===== src/frt_pkg.sv =====
// constants and types of the timer interrupt and capture filter block
// Functional notes
// [RL1] request only while flag and enable set
// [RL2] one request line per interrupt type
// [RL3] priority capture, match a, match b, wrap
// [RL4] four series latches sample on sample clock
// [RL5] output follows latches only when all agree
// [RL6] filter output is low after reset
// [RL7] select 00 off, 01 /32, 10 /64, 11 /128
// [RL8] clear beats counter low byte write
// [RL9] counter low byte write beats increment
// [RL10] compare low byte write inhibits its match
// [RL11] increment on falling edge of source
// [RL12] high to low source switch counts once
// [RL13] internal/external switch may count once
// [RL14] filtered capture 3-4 samples, +1 if read
// [RL15] capture sets flag and copies counter together
// [RL16] wrap flag on all ones to zero
// [RL17] request is a level, drops next cycle
package frt_pkg;
  localparam logic [4:0] OFS_CONTROL  = 5'h00;
  localparam logic [4:0] OFS_STATUS   = 5'h04;
  localparam logic [4:0] OFS_IRQ_EN   = 5'h08;
  localparam logic [4:0] OFS_COUNTER  = 5'h0C;
  localparam logic [4:0] OFS_CMP_A    = 5'h10;
  localparam logic [4:0] OFS_CMP_B    = 5'h14;
  localparam logic [4:0] OFS_CAPTURED = 5'h18;
  localparam logic [4:0] OFS_FILTER   = 5'h1C;
  localparam int CTL_CLK_LO = 0;
  localparam int CTL_CLK_HI = 1;
  localparam int CTL_EDGE   = 2;
  localparam int CTL_CLRA   = 3;
  localparam int FLT_SMP_LO = 0;
  localparam int FLT_SMP_HI = 1;
  localparam logic [3:0]  CTRL_RST    = 4'h0;
  localparam logic [7:0]  FILTER_RST  = 8'hFC;
  localparam logic [15:0] COUNTER_RST = 16'h0000;
  localparam logic [15:0] COMPARE_RST = 16'hFFFF;
  localparam logic [15:0] COUNT_MAX   = 16'hFFFF;
  localparam logic [1:0] CLK_DIV2 = 2'h0;
  localparam logic [1:0] CLK_DIV8 = 2'h1;
  localparam logic [1:0] CLK_DIV32 = 2'h2;
  localparam logic [1:0] CLK_EXT  = 2'h3;
  localparam int TAP_DIV2  = 0;
  localparam int TAP_DIV8  = 2;
  localparam int TAP_DIV32 = 4;
  localparam logic [1:0] SMP_OFF = 2'h0;
  localparam logic [1:0] SMP_32  = 2'h1;
  localparam logic [1:0] SMP_64  = 2'h2;
  localparam logic [1:0] SMP_128 = 2'h3;
  localparam logic [6:0] MASK_32  = 7'h1F;
  localparam logic [6:0] MASK_64  = 7'h3F;
  localparam logic [6:0] MASK_128 = 7'h7F;
  localparam logic [1:0] CODE_CAP  = 2'h0;
  localparam logic [1:0] CODE_MA   = 2'h1;
  localparam logic [1:0] CODE_MB   = 2'h2;
  localparam logic [1:0] CODE_WRAP = 2'h3;
  typedef struct packed {
    logic wrap;
    logic match_b;
    logic match_a;
    logic capture;
  } frt_flags_type;
endpackage : frt_pkg


===== src/frt_timer_irq_filter.sv =====
// timer channel: interrupt requests, capture filter, counter contention
//
// Design decisions made here: the Avalon-MM slave port and the address map.
`timescale 1ns/1ps
`default_nettype none
module frt_timer_irq_filter
  import frt_pkg::*;
(
  input  wire logic        i_clk_sys,
  input  wire logic        i_resetn,
  input  wire logic        i_capture_pin,
  input  wire logic        i_ext_clk,
  input  wire logic [4:0]  i_avs_address,
  input  wire logic        i_avs_read,
  input  wire logic        i_avs_write,
  input  wire logic [31:0] i_avs_writedata,
  input  wire logic [3:0]  i_avs_byteenable,
  output logic [31:0]      o_avs_readdata,
  output logic             o_avs_waitrequest,
  output logic             o_capture_irq,
  output logic             o_compare_a_irq,
  output logic             o_compare_b_irq,
  output logic             o_wrap_irq,
  output logic             o_irq,
  output logic [1:0]       o_irq_top_code,
  output logic             o_filter_out
);

  logic          pin_meta_reg;
  logic          pin_sync_reg;
  logic          ext_meta_reg;
  logic          ext_sync_reg;
  logic [3:0]    ctrl_reg;
  logic [1:0]    sample_sel_reg;
  frt_flags_type flags_reg;
  frt_flags_type irq_en_reg;
  frt_flags_type flags_set;
  frt_flags_type flags_clr;
  logic [15:0]   counter_reg;
  logic [15:0]   compare_value_a;
  logic [15:0]   compare_value_b;
  logic [15:0]   captured_value;
  logic [6:0]    presc_reg;
  logic          src_prev_reg;
  logic          src_lvl;
  logic          inc;
  logic [3:0]    latch_reg;
  logic          filt_out_reg;
  logic          smp_strobe;
  logic          cap_src;
  logic          cap_prev_reg;
  logic          cap_edge;
  logic          cap_pend_reg;
  logic          cap_strobe;
  logic          cap_read;
  logic          eq_a_prev_reg;
  logic          eq_b_prev_reg;
  logic          eq_a;
  logic          eq_b;
  logic          match_a;
  logic          match_b;
  logic          cnt_clear;
  logic          wr_lo;
  logic          hit_cnt;
  logic          hit_cmpa;
  logic          hit_cmpb;
  logic [15:0]   cnt_wr_val;
  logic          rd_ack_reg;
  logic [31:0]   readdata_reg;
  logic [31:0]   rd_mux;

  function automatic logic [15:0] merge16(input logic [15:0] old_v,
                                          input logic [31:0] new_v,
                                          input logic [3:0]  be);
    logic [15:0] r;
    r = old_v;
    if (be[0]) begin
      r[7:0] = new_v[7:0];
    end
    if (be[1]) begin
      r[15:8] = new_v[15:8];
    end
    return r;
  endfunction : merge16

  // pin and external clock both cross in through two flops
  always_ff @(posedge i_clk_sys) begin
    if (!i_resetn) begin
      pin_meta_reg <= 1'b0;
      pin_sync_reg <= 1'b0;
      ext_meta_reg <= 1'b0;
      ext_sync_reg <= 1'b0;
    end else begin
      pin_meta_reg <= i_capture_pin;
      pin_sync_reg <= pin_meta_reg;
      ext_meta_reg <= i_ext_clk;
      ext_sync_reg <= ext_meta_reg;
    end
  end

  // bus decode; a low lane write stands for the third bus state
  assign wr_lo    = i_avs_write & i_avs_byteenable[0];
  assign hit_cnt  = i_avs_address == OFS_COUNTER;
  assign hit_cmpa = i_avs_address == OFS_CMP_A;
  assign hit_cmpb = i_avs_address == OFS_CMP_B;
  assign cap_read = i_avs_read & (i_avs_address == OFS_CAPTURED)
                  & i_avs_byteenable[1];
  assign cnt_wr_val = merge16(counter_reg, i_avs_writedata,
                              i_avs_byteenable);

  always_ff @(posedge i_clk_sys) begin
    if (!i_resetn) begin
      ctrl_reg       <= CTRL_RST;
      sample_sel_reg <= FILTER_RST[1:0];
      irq_en_reg     <= '0;
    end else if (i_avs_write & i_avs_byteenable[0]) begin
      if (i_avs_address == OFS_CONTROL) begin
        ctrl_reg <= i_avs_writedata[3:0];
      end
      if (i_avs_address == OFS_FILTER) begin
        sample_sel_reg <= i_avs_writedata[1:0];
      end
      if (i_avs_address == OFS_IRQ_EN) begin
        irq_en_reg <= i_avs_writedata[3:0];
      end
    end
  end

  always_ff @(posedge i_clk_sys) begin
    if (!i_resetn) begin
      compare_value_a <= COMPARE_RST;
      compare_value_b <= COMPARE_RST;
    end else if (i_avs_write) begin
      if (hit_cmpa) begin
        compare_value_a <= merge16(compare_value_a, i_avs_writedata,
                                   i_avs_byteenable);
      end
      if (hit_cmpb) begin
        compare_value_b <= merge16(compare_value_b, i_avs_writedata,
                                   i_avs_byteenable);
      end
    end
  end

  // reads answer one cycle late so the data come from a flop
  always_comb begin
    rd_mux = 32'h0000_0000;
    unique case (i_avs_address)
      OFS_CONTROL:  rd_mux[3:0]  = ctrl_reg;
      OFS_STATUS:   rd_mux[3:0]  = flags_reg;
      OFS_IRQ_EN:   rd_mux[3:0]  = irq_en_reg;
      OFS_COUNTER:  rd_mux[15:0] = counter_reg;
      OFS_CMP_A:    rd_mux[15:0] = compare_value_a;
      OFS_CMP_B:    rd_mux[15:0] = compare_value_b;
      OFS_CAPTURED: rd_mux[15:0] = captured_value;
      OFS_FILTER:   rd_mux[7:0]  = {FILTER_RST[7:2], sample_sel_reg};
      default:      rd_mux = 32'h0000_0000;
    endcase
  end

  always_ff @(posedge i_clk_sys) begin
    if (!i_resetn) begin
      rd_ack_reg   <= 1'b0;
      readdata_reg <= 32'h0000_0000;
    end else begin
      rd_ack_reg <= i_avs_read & ~rd_ack_reg;
      if (i_avs_read & ~rd_ack_reg) begin
        readdata_reg <= rd_mux;
      end
    end
  end

  assign o_avs_waitrequest = i_avs_read & ~rd_ack_reg;
  assign o_avs_readdata    = readdata_reg;

  // one prescaler serves both the internal count sources and sample clocks
  always_ff @(posedge i_clk_sys) begin
    if (!i_resetn) begin
      presc_reg    <= 7'h00;
      src_prev_reg <= 1'b0;
    end else begin
      presc_reg    <= presc_reg + 7'h01;
      src_prev_reg <= src_lvl;
    end
  end

  // external clock inverted so its rising edge is a falling one
  always_comb begin
    unique case (ctrl_reg[CTL_CLK_HI:CTL_CLK_LO])
      CLK_DIV2:  src_lvl = presc_reg[TAP_DIV2];
      CLK_DIV8:  src_lvl = presc_reg[TAP_DIV8];
      CLK_DIV32: src_lvl = presc_reg[TAP_DIV32];
      CLK_EXT:   src_lvl = ~ext_sync_reg;
    endcase
  end

  // previous level of whatever was selected: a switch from a high
  // source to a low one looks like a falling edge
  assign inc = src_prev_reg & ~src_lvl; // [RL11] [RL12] [RL13]

  always_comb begin
    unique case (sample_sel_reg) // [RL7]
      SMP_OFF: smp_strobe = 1'b0;
      SMP_32:  smp_strobe = (presc_reg & MASK_32) == MASK_32;
      SMP_64:  smp_strobe = (presc_reg & MASK_64) == MASK_64;
      SMP_128: smp_strobe = presc_reg == MASK_128;
    endcase
  end

  always_ff @(posedge i_clk_sys) begin
    if (!i_resetn) begin
      latch_reg    <= 4'h0;
      filt_out_reg <= 1'b0; // [RL6]
    end else begin
      if (smp_strobe) begin
        latch_reg <= {latch_reg[2:0], pin_sync_reg}; // [RL4]
      end
      if (&latch_reg) begin
        filt_out_reg <= 1'b1; // [RL5]
      end else if (~|latch_reg) begin
        filt_out_reg <= 1'b0; // [RL5]
      end
    end
  end

  assign o_filter_out = filt_out_reg;
  assign cap_src  = (sample_sel_reg == SMP_OFF) ? pin_sync_reg
                                                : filt_out_reg;
  assign cap_edge = ctrl_reg[CTL_EDGE] ? (cap_src & ~cap_prev_reg)
                                       : (~cap_src & cap_prev_reg);
  // a read of the captured value holds the capture off one cycle
  assign cap_strobe = cap_pend_reg | (cap_edge & ~cap_read); // [RL14]

  always_ff @(posedge i_clk_sys) begin
    if (!i_resetn) begin
      cap_prev_reg   <= 1'b0;
      cap_pend_reg   <= 1'b0;
      captured_value <= COUNTER_RST;
    end else begin
      cap_prev_reg <= cap_src;
      cap_pend_reg <= cap_edge & cap_read; // [RL14]
      if (cap_strobe) begin
        captured_value <= counter_reg; // [RL15]
      end
    end
  end

  // match fires on arrival at the compare value, not while it sits
  assign eq_a    = counter_reg == compare_value_a;
  assign eq_b    = counter_reg == compare_value_b;
  assign match_a = eq_a & ~eq_a_prev_reg & ~(wr_lo & hit_cmpa); // [RL10]
  assign match_b = eq_b & ~eq_b_prev_reg & ~(wr_lo & hit_cmpb); // [RL10]
  assign cnt_clear = match_a & ctrl_reg[CTL_CLRA];

  always_ff @(posedge i_clk_sys) begin
    if (!i_resetn) begin
      eq_a_prev_reg <= 1'b0;
      eq_b_prev_reg <= 1'b0;
      counter_reg   <= COUNTER_RST;
    end else begin
      eq_a_prev_reg <= eq_a;
      eq_b_prev_reg <= eq_b;
      if (cnt_clear) begin
        counter_reg <= COUNTER_RST; // [RL8]
      end else if (i_avs_write & hit_cnt) begin
        counter_reg <= cnt_wr_val; // [RL9]
      end else if (inc) begin
        counter_reg <= counter_reg + 16'h0001;
      end
    end
  end

  always_comb begin
    flags_set.capture = cap_strobe; // [RL15]
    flags_set.match_a = match_a;
    flags_set.match_b = match_b;
    flags_set.wrap    = inc & ~cnt_clear & ~(i_avs_write & hit_cnt)
                      & (counter_reg == COUNT_MAX); // [RL16]
    flags_clr = '0;
    if (i_avs_write & i_avs_byteenable[0]
        & (i_avs_address == OFS_STATUS)) begin
      flags_clr = i_avs_writedata[3:0];
    end
  end

  // an event in the cycle of its write-one clear is kept
  always_ff @(posedge i_clk_sys) begin
    if (!i_resetn) begin
      flags_reg <= '0;
    end else begin
      flags_reg <= (flags_reg & ~flags_clr) | flags_set;
    end
  end

  // levels straight from flag and enable flops [RL17]
  assign o_capture_irq   = flags_reg.capture & irq_en_reg.capture; // [RL1]
  assign o_compare_a_irq = flags_reg.match_a & irq_en_reg.match_a; // [RL2]
  assign o_compare_b_irq = flags_reg.match_b & irq_en_reg.match_b; // [RL2]
  assign o_wrap_irq      = flags_reg.wrap & irq_en_reg.wrap; // [RL1]
  assign o_irq = o_capture_irq | o_compare_a_irq | o_compare_b_irq
               | o_wrap_irq;

  always_comb begin
    if (o_capture_irq) begin
      o_irq_top_code = CODE_CAP; // [RL3]
    end else if (o_compare_a_irq) begin
      o_irq_top_code = CODE_MA;
    end else if (o_compare_b_irq) begin
      o_irq_top_code = CODE_MB;
    end else begin
      o_irq_top_code = CODE_WRAP;
    end
  end
endmodule : frt_timer_irq_filter
`default_nettype wire


===== config.mk =====
export PLATFORM = sky130hd
export DESIGN_NAME = frt_timer_irq_filter
export DESIGN_NICKNAME = d
export VERILOG_FILES = /design/src/frt_pkg.sv /design/src/frt_timer_irq_filter.sv
export SDC_FILE = /design/constraint.sdc
export NUM_CORES = 1
export LEC_CHECK = 0
export CAP_MARGIN = 15
export CELL_PAD_IN_SITES_DETAIL_PLACEMENT = 1
export CELL_PAD_IN_SITES_GLOBAL_PLACEMENT = 2
export CORE_MARGIN = 2
export CORE_UTILIZATION = 38
export CTS_BUF_LIST = sky130_fd_sc_hd__clkbuf_4
export DETAILED_ROUTE_END_ITERATION = 8
export DONT_BUFFER_PORTS = 1
export GPL_ROUTABILITY_DRIVEN = 0
export MAX_ROUTING_LAYER = met4
export PLACE_DENSITY = 0.9
export RECOVER_POWER = 50
export SYNTH_ARGS = -nofsm -noshare
export SYNTH_HDL_FRONTEND = slang
export SYNTH_SLANG_ARGS = --single-unit

===== constraint.sdc =====
create_clock -name i_clk_sys -period 2.7 [get_ports i_clk_sys]
set_clock_uncertainty 0.1 [all_clocks]
set_input_delay 0.405 -clock i_clk_sys [delete_from_list [all_inputs] [get_ports i_clk_sys]]
set_output_delay 0.405 -clock i_clk_sys [all_outputs]
set_load 0.01 [all_outputs]

==> results of run 1 <==
[Yosys cell counts, drive strengths merged (4+ instances only)]
library cell	count	area, µm²
o22ai	5	31.3
nand4	16	100
nor3b	4	52.6
or4	4	30.0
dfxtp	116	2320
nor2	32	123
clkbuf	23	86.3
a221oi	4	35.0
nand2	99	372
xor2	15	131
mux2i	64	641
o21a	7	52.6
and3	16	100
nor3	8	45.0
nor4	7	43.8
a31oi	7	43.8
nor2b	8	50.1
a211oi	5	37.5
inv	4	15.0
a22o	6	52.6
a21oi	23	126
o21ai	10	50.1
o211ai	7	52.6
buf	44	274
and2	16	100
nand3	21	110
a22oi	22	165
xnor2	26	228
nand2b	5	31.3
[critical path, stage by stage]
cell           delay (ps)
nor2_1                440
and2_0                240
buf_4                 260
nand3_1               440
mux2i_1               290
nand2_1                80
dlygate4sd3_1         570
[where the power goes]
part | switching (mW) | leakage [nW] | internal [mW]
registers | 0.0226 | 0.939 | 1.73
clock network | 0.685 | 0.171 | 0.739
logic | 0.133 | 1.34 | 0.0796
total | 0.841 | 2.45 | 2.55
[per-layer routing]
metal,vias to the layer above,wire length [µm]
met2,157,9320
met1,2531,7760
met5,-,0
met3,31,1130
li1,2329,-
met4,0,448
[through the flow]
stage,cells,cell area [µm²],utilization (%)
after floorplan,673,5900,-
after global placement,814,5930,39.1
after detailed placement,814,5930,39.1
after CTS,869,6490,42.9
after global routing,871,6470,42.8
final,871,6470,42.8
[kinds of logic after synthesis]
| kind of cell | synth area share [%] |
|---|---|
| xor+xnor | 6.14 |
| fa+ha+maj | 0.642 |
| mux | 11.7 |
| simple gates | 21.3 |
| buf+inv | 6.48 |
| compound gates | 13.9 |
| other cells | 0.0641 |
| flops | 39.7 |
[cell type report]
type / count / area, µm²
well taps: 188 / 235
fillers: 1769 / 8670
clock inverters: 12 / 163
multi-input cells: 485 / 3200
diodes: 2 / 5.00
inverters: 5 / 18.8
repair buffers: 44 / 393
clock buffers: 19 / 143
flip-flops and latches: 116 / 2320
[final timing paths]
path,from,to,cells after the start
max,i_avs_address[2],compare_value_a[9],7
min,i_resetn,flags_reg[3],3
max reg2reg,counter_reg[0],counter_reg[14],6
min reg2reg,pin_meta_reg,pin_sync_reg,1
==> impl_metrics.csv, run 1 <==
group,metric,value,unit
critical_path,critPathKind,"in -> reg",
cells_and_area,area_growth,10.7,%
routing,vias,5048,
clocking,clk_pin_slew,130,ps
die,coreArea,0.0151,mm²
global_route,grt_pass1_wl,29100,µm
timing,fmax,421,MHz
die,die_h,128,µm
place,dp_hpwl,12800,µm
die,core.rowCount,45,
die,die_w,128,µm
clocking,h-tree-depth,4,
timing,worst_pin_slew,1030,ps
place,io_buffers,0,
cells_and_area,drive_above_1_share,8.96,%
routing,viasPerCell,5.80,
critical_path,startpoint_type,"input pin",
outcome,status,"finished clean",
clocking,numClockSinks,116,
timing,holdWs,49.5,ps
global_route,grt_pass1_vias,5243,
critical_path,cp.required,3050,ps
timing,post-route-min-period,2380,ps
global_route,grt_use_met2,40.6,%
timing,setup_violations,0,
critical_path,crit_path_end_kind,"flip-flop",
routing,postRouteAntennaNets,0,
synthesis,seq_area_frac_synth,39.7,%
clocking,clockBufferDepth,2,
die,start_util,38.6,%
power_and_ir_drop,power_density,523,mW/mm²
global_route,antenna_found_initial,2,
timing,slew_violations,0,
flow_run,max_cap_viol_count,0,
clocking,cts_post_setup_buffers_inserted,0,
timing,max-slew-margin-rel,31.4,%
clocking,clock_latency,550,ps
synthesis,synth_seq_cells,116,
synthesis,yosysWarningCount,0,
global_route,grt.overflow.total,0,
cells_and_area,nNetsFinal,719,
global_route,grt_util_met3,6.34,%
critical_path,r2r_setup_slack,430,ps
power_and_ir_drop,p_total,3.39,mW
routing,wl_per_cell,21.4,µm
global_route,met1_usage,27.6,%
timing,setup_tns,0,ps
synthesis,synthCells,658,
synthesis,synth_area,0.00585,mm²
critical_path,arrival,2730,ps
synthesis,synth_flop_cell,"dfxtp_1",
routing,drt_pass1_iterations,5,
clocking,clockRootBuffer,"clkbuf_4",
power_and_ir_drop,ir_worst_vdd,0.336,mV
cells_and_area,layout_commonest_cell,"dfxtp_1",
routing,drc,0,
routing,wl,18600,µm
timing,hold_viol,0,
timing,fin_ws,324,ps
cells_and_area,mostFrequentLayoutCells,"dfxtp_1 (116), nand2_1 (99), mux2i_1 (64)",
clocking,cts_tree,"done",
clocking,cts_resized,0,
clocking,cts_made_buffers,17,
synthesis,synth-async-reset-ratio,0,%
hold_path,hold_path.class,"in -> reg",
global_route,grt_max_degree,92,
synthesis,synth_edf_count,0,
timing,rsz0062_at_grt,"false",
critical_path,cp_max_fo,15,
routing,drt_iter0_drc,345,
die,die_area,0.0164,mm²
power_and_ir_drop,power.leakage,2.45,nW
clocking,holdBufCountCts,24,
die,top_level_ports,88,
synthesis,syn_avg_cell_area,8.89,µm²
global_route,busiest_layer,"met2",
global_route,track_usage,23.9,%
timing,period_share,88.0,%
place,dp_worst_setup_slack,403,ps
synthesis,synthDistinctLibCells,64,
Note: power is estimated with default switching activity, not from simulation.
==> run 2, diff against run 1 <==
--- a/config.mk
+++ b/config.mk
@@ -9,13 +9,13 @@
 export CELL_PAD_IN_SITES_DETAIL_PLACEMENT = 1
 export CELL_PAD_IN_SITES_GLOBAL_PLACEMENT = 2
 export CORE_MARGIN = 2
-export CORE_UTILIZATION = 38
+export CORE_UTILIZATION = 40
 export CTS_BUF_LIST = sky130_fd_sc_hd__clkbuf_4
 export DETAILED_ROUTE_END_ITERATION = 8
 export DONT_BUFFER_PORTS = 1
 export GPL_ROUTABILITY_DRIVEN = 0
 export MAX_ROUTING_LAYER = met4
-export PLACE_DENSITY = 0.9
+export PLACE_DENSITY = 0.94
 export RECOVER_POWER = 50
 export SYNTH_ARGS = -nofsm -noshare
 export SYNTH_HDL_FRONTEND = slang
==> impl_metrics.csv, run 2 (synthesis gave the netlist of run 1 again) <==
group,metric,value,unit
outcome,status,"finished clean",
routing,postRouteAntennaNets,0,
routing,vias,5113,
routing,highest_layer,"met4",
routing,drc,0,
timing,setup_violations,0,
clocking,clk_pin_slew,130,ps
power_and_ir_drop,power_density,510,mW/mm²
die,die_w,125,µm
place,io_buffers,0,
power_and_ir_drop,p_total,3.28,mW
cells_and_area,drive_above_1_share,8.36,%
cells_and_area,fillers,1681,
critical_path,critPathKind,"reg -> reg",
timing,fmax,425,MHz
timing,slew_violations,0,
clocking,cts_resized,0,
critical_path,cp.required,3070,ps
cells_and_area,layout_commonest_cell,"dfxtp_1",
timing,setup_tns,0,ps
die,start_util,40.5,%
timing,fin_ws,345,ps
hold_path,hold_path.class,"in -> reg",
global_route,antenna_found_initial,1,
timing,max-slew-margin-rel,38.1,%
timing,period_share,87.2,%
place,dp.cells,812,
critical_path,startpoint_type,"flip-flop",
timing,worst_pin_slew,929,ps
die,top_level_ports,88,
global_route,grt_pass1_vias,5449,
power_and_ir_drop,power.leakage,2.41,nW
clocking,cts_tree,"done",
power_and_ir_drop,ir_worst_vdd,0.278,mV
clocking,clockRootBuffer,"clkbuf_4",
clocking,clock_latency,550,ps
routing,dr_wl_met3,1070,µm
routing,dr_wl_met2,9540,µm
clocking,clockBufferDepth,2,
clocking,cts_post_setup_buffers_inserted,0,
routing,drt_pass1_iterations,5,
global_route,grt.overflow.total,0,
timing,hold_viol,0,
timing,rsz0062_at_grt,"false",
cells_and_area,area_growth,9.84,%
clocking,h-tree-depth,4,
routing,wl_per_cell,21.9,µm
cells_and_area,final_core_util,44.5,%
critical_path,cp_max_fo,8,
clocking,holdBufCountCts,23,
cells_and_area,mostFrequentLayoutCells,"dfxtp_1 (116), nand2_1 (99), mux2i_1 (64)",
timing,post-route-min-period,2360,ps
die,coreArea,0.0144,mm²
routing,wl,19000,µm
die,die_h,125,µm
routing,drt_iter0_drc,423,
place,dp_worst_setup_slack,499,ps
clocking,cts_made_buffers,17,
die,die_area,0.0156,mm²
global_route,grt_max_degree,91,
critical_path,arrival,2730,ps
cells_and_area,instances_no_fill,867,
die,core.rowCount,44,
cells_and_area,nNetsFinal,720,
routing,viasPerCell,5.90,
global_route,grt_pass1_wl,29800,µm
routing,wl_met1,7970,µm
place,dp_hpwl,12900,µm
global_route,track_usage,25.0,%
clocking,numClockSinks,116,
critical_path,crit_path_end_kind,"flip-flop",
flow_run,max_cap_viol_count,0,
[run 2: cell count changes in the layout (fill, tap and decap cells not counted), sizes merged]
cell,change
diode,-1
dlygate4sd3,-1
bufinv,-1
clkinv,+1
buf,-1
clkbuf,+2
clkinvlp,+1
[run 2: stage by stage]
step                cell area, µm²  hold WS (ps)
floorplan                     5900           312
global placement              5940           315
detailed placement            5940           326
CTS                           6460        0.0446
global route                  6420          18.8
finish                        6420          27.6
[run 2: worst max-delay path, cell delays in order, from the launching register on]
cell and delay, ps:
dfxtp_1 580, xor2_1 210, nor4_1 550, nand4_1 240, nor4_1 390, a32o_1 190
[run 2: path summary, 6_finish.rpt]
path	from	end	slack (ps)	cells past startpoint
max	counter_reg[13]	flags_reg[2]	340	5
min	i_avs_writedata[2]	flags_reg[2]	30	2
max reg2reg	counter_reg[13]	flags_reg[2]	340	5
min reg2reg	pin_meta_reg	pin_sync_reg	350	1
[run 2: layout make-up]
type                    instances  area [µm²]  area share [%]
repair buffers                 45         387            6.02
multi-input cells             485        3190            49.6
diodes                          1        2.50          0.0390
clock buffers                  18         135            2.10
well taps                     184         230            3.58
inverters                       5        18.8           0.292
clock inverters                13         141            2.20
flip-flops and latches        116        2320            36.2
[run 2: where the power goes]
part	total (mW)	switching, mW	leakage (nW)	internal [mW]
registers	1.75	0.0228	0.939	1.73
clock network	1.31	0.683	0.150	0.629
logic	0.213	0.134	1.33	0.0781
[run 2: metal layers]
| metal | vias to the layer above | GRT usage (%) |
|---|---|---|
| met5 | - | - |
| met4 | 0 | 8.95 |
| met3 | 36 | 5.03 |
| met2 | 177 | 42.0 |
| met1 | 2574 | 30.0 |
| li1 | 2326 | - |
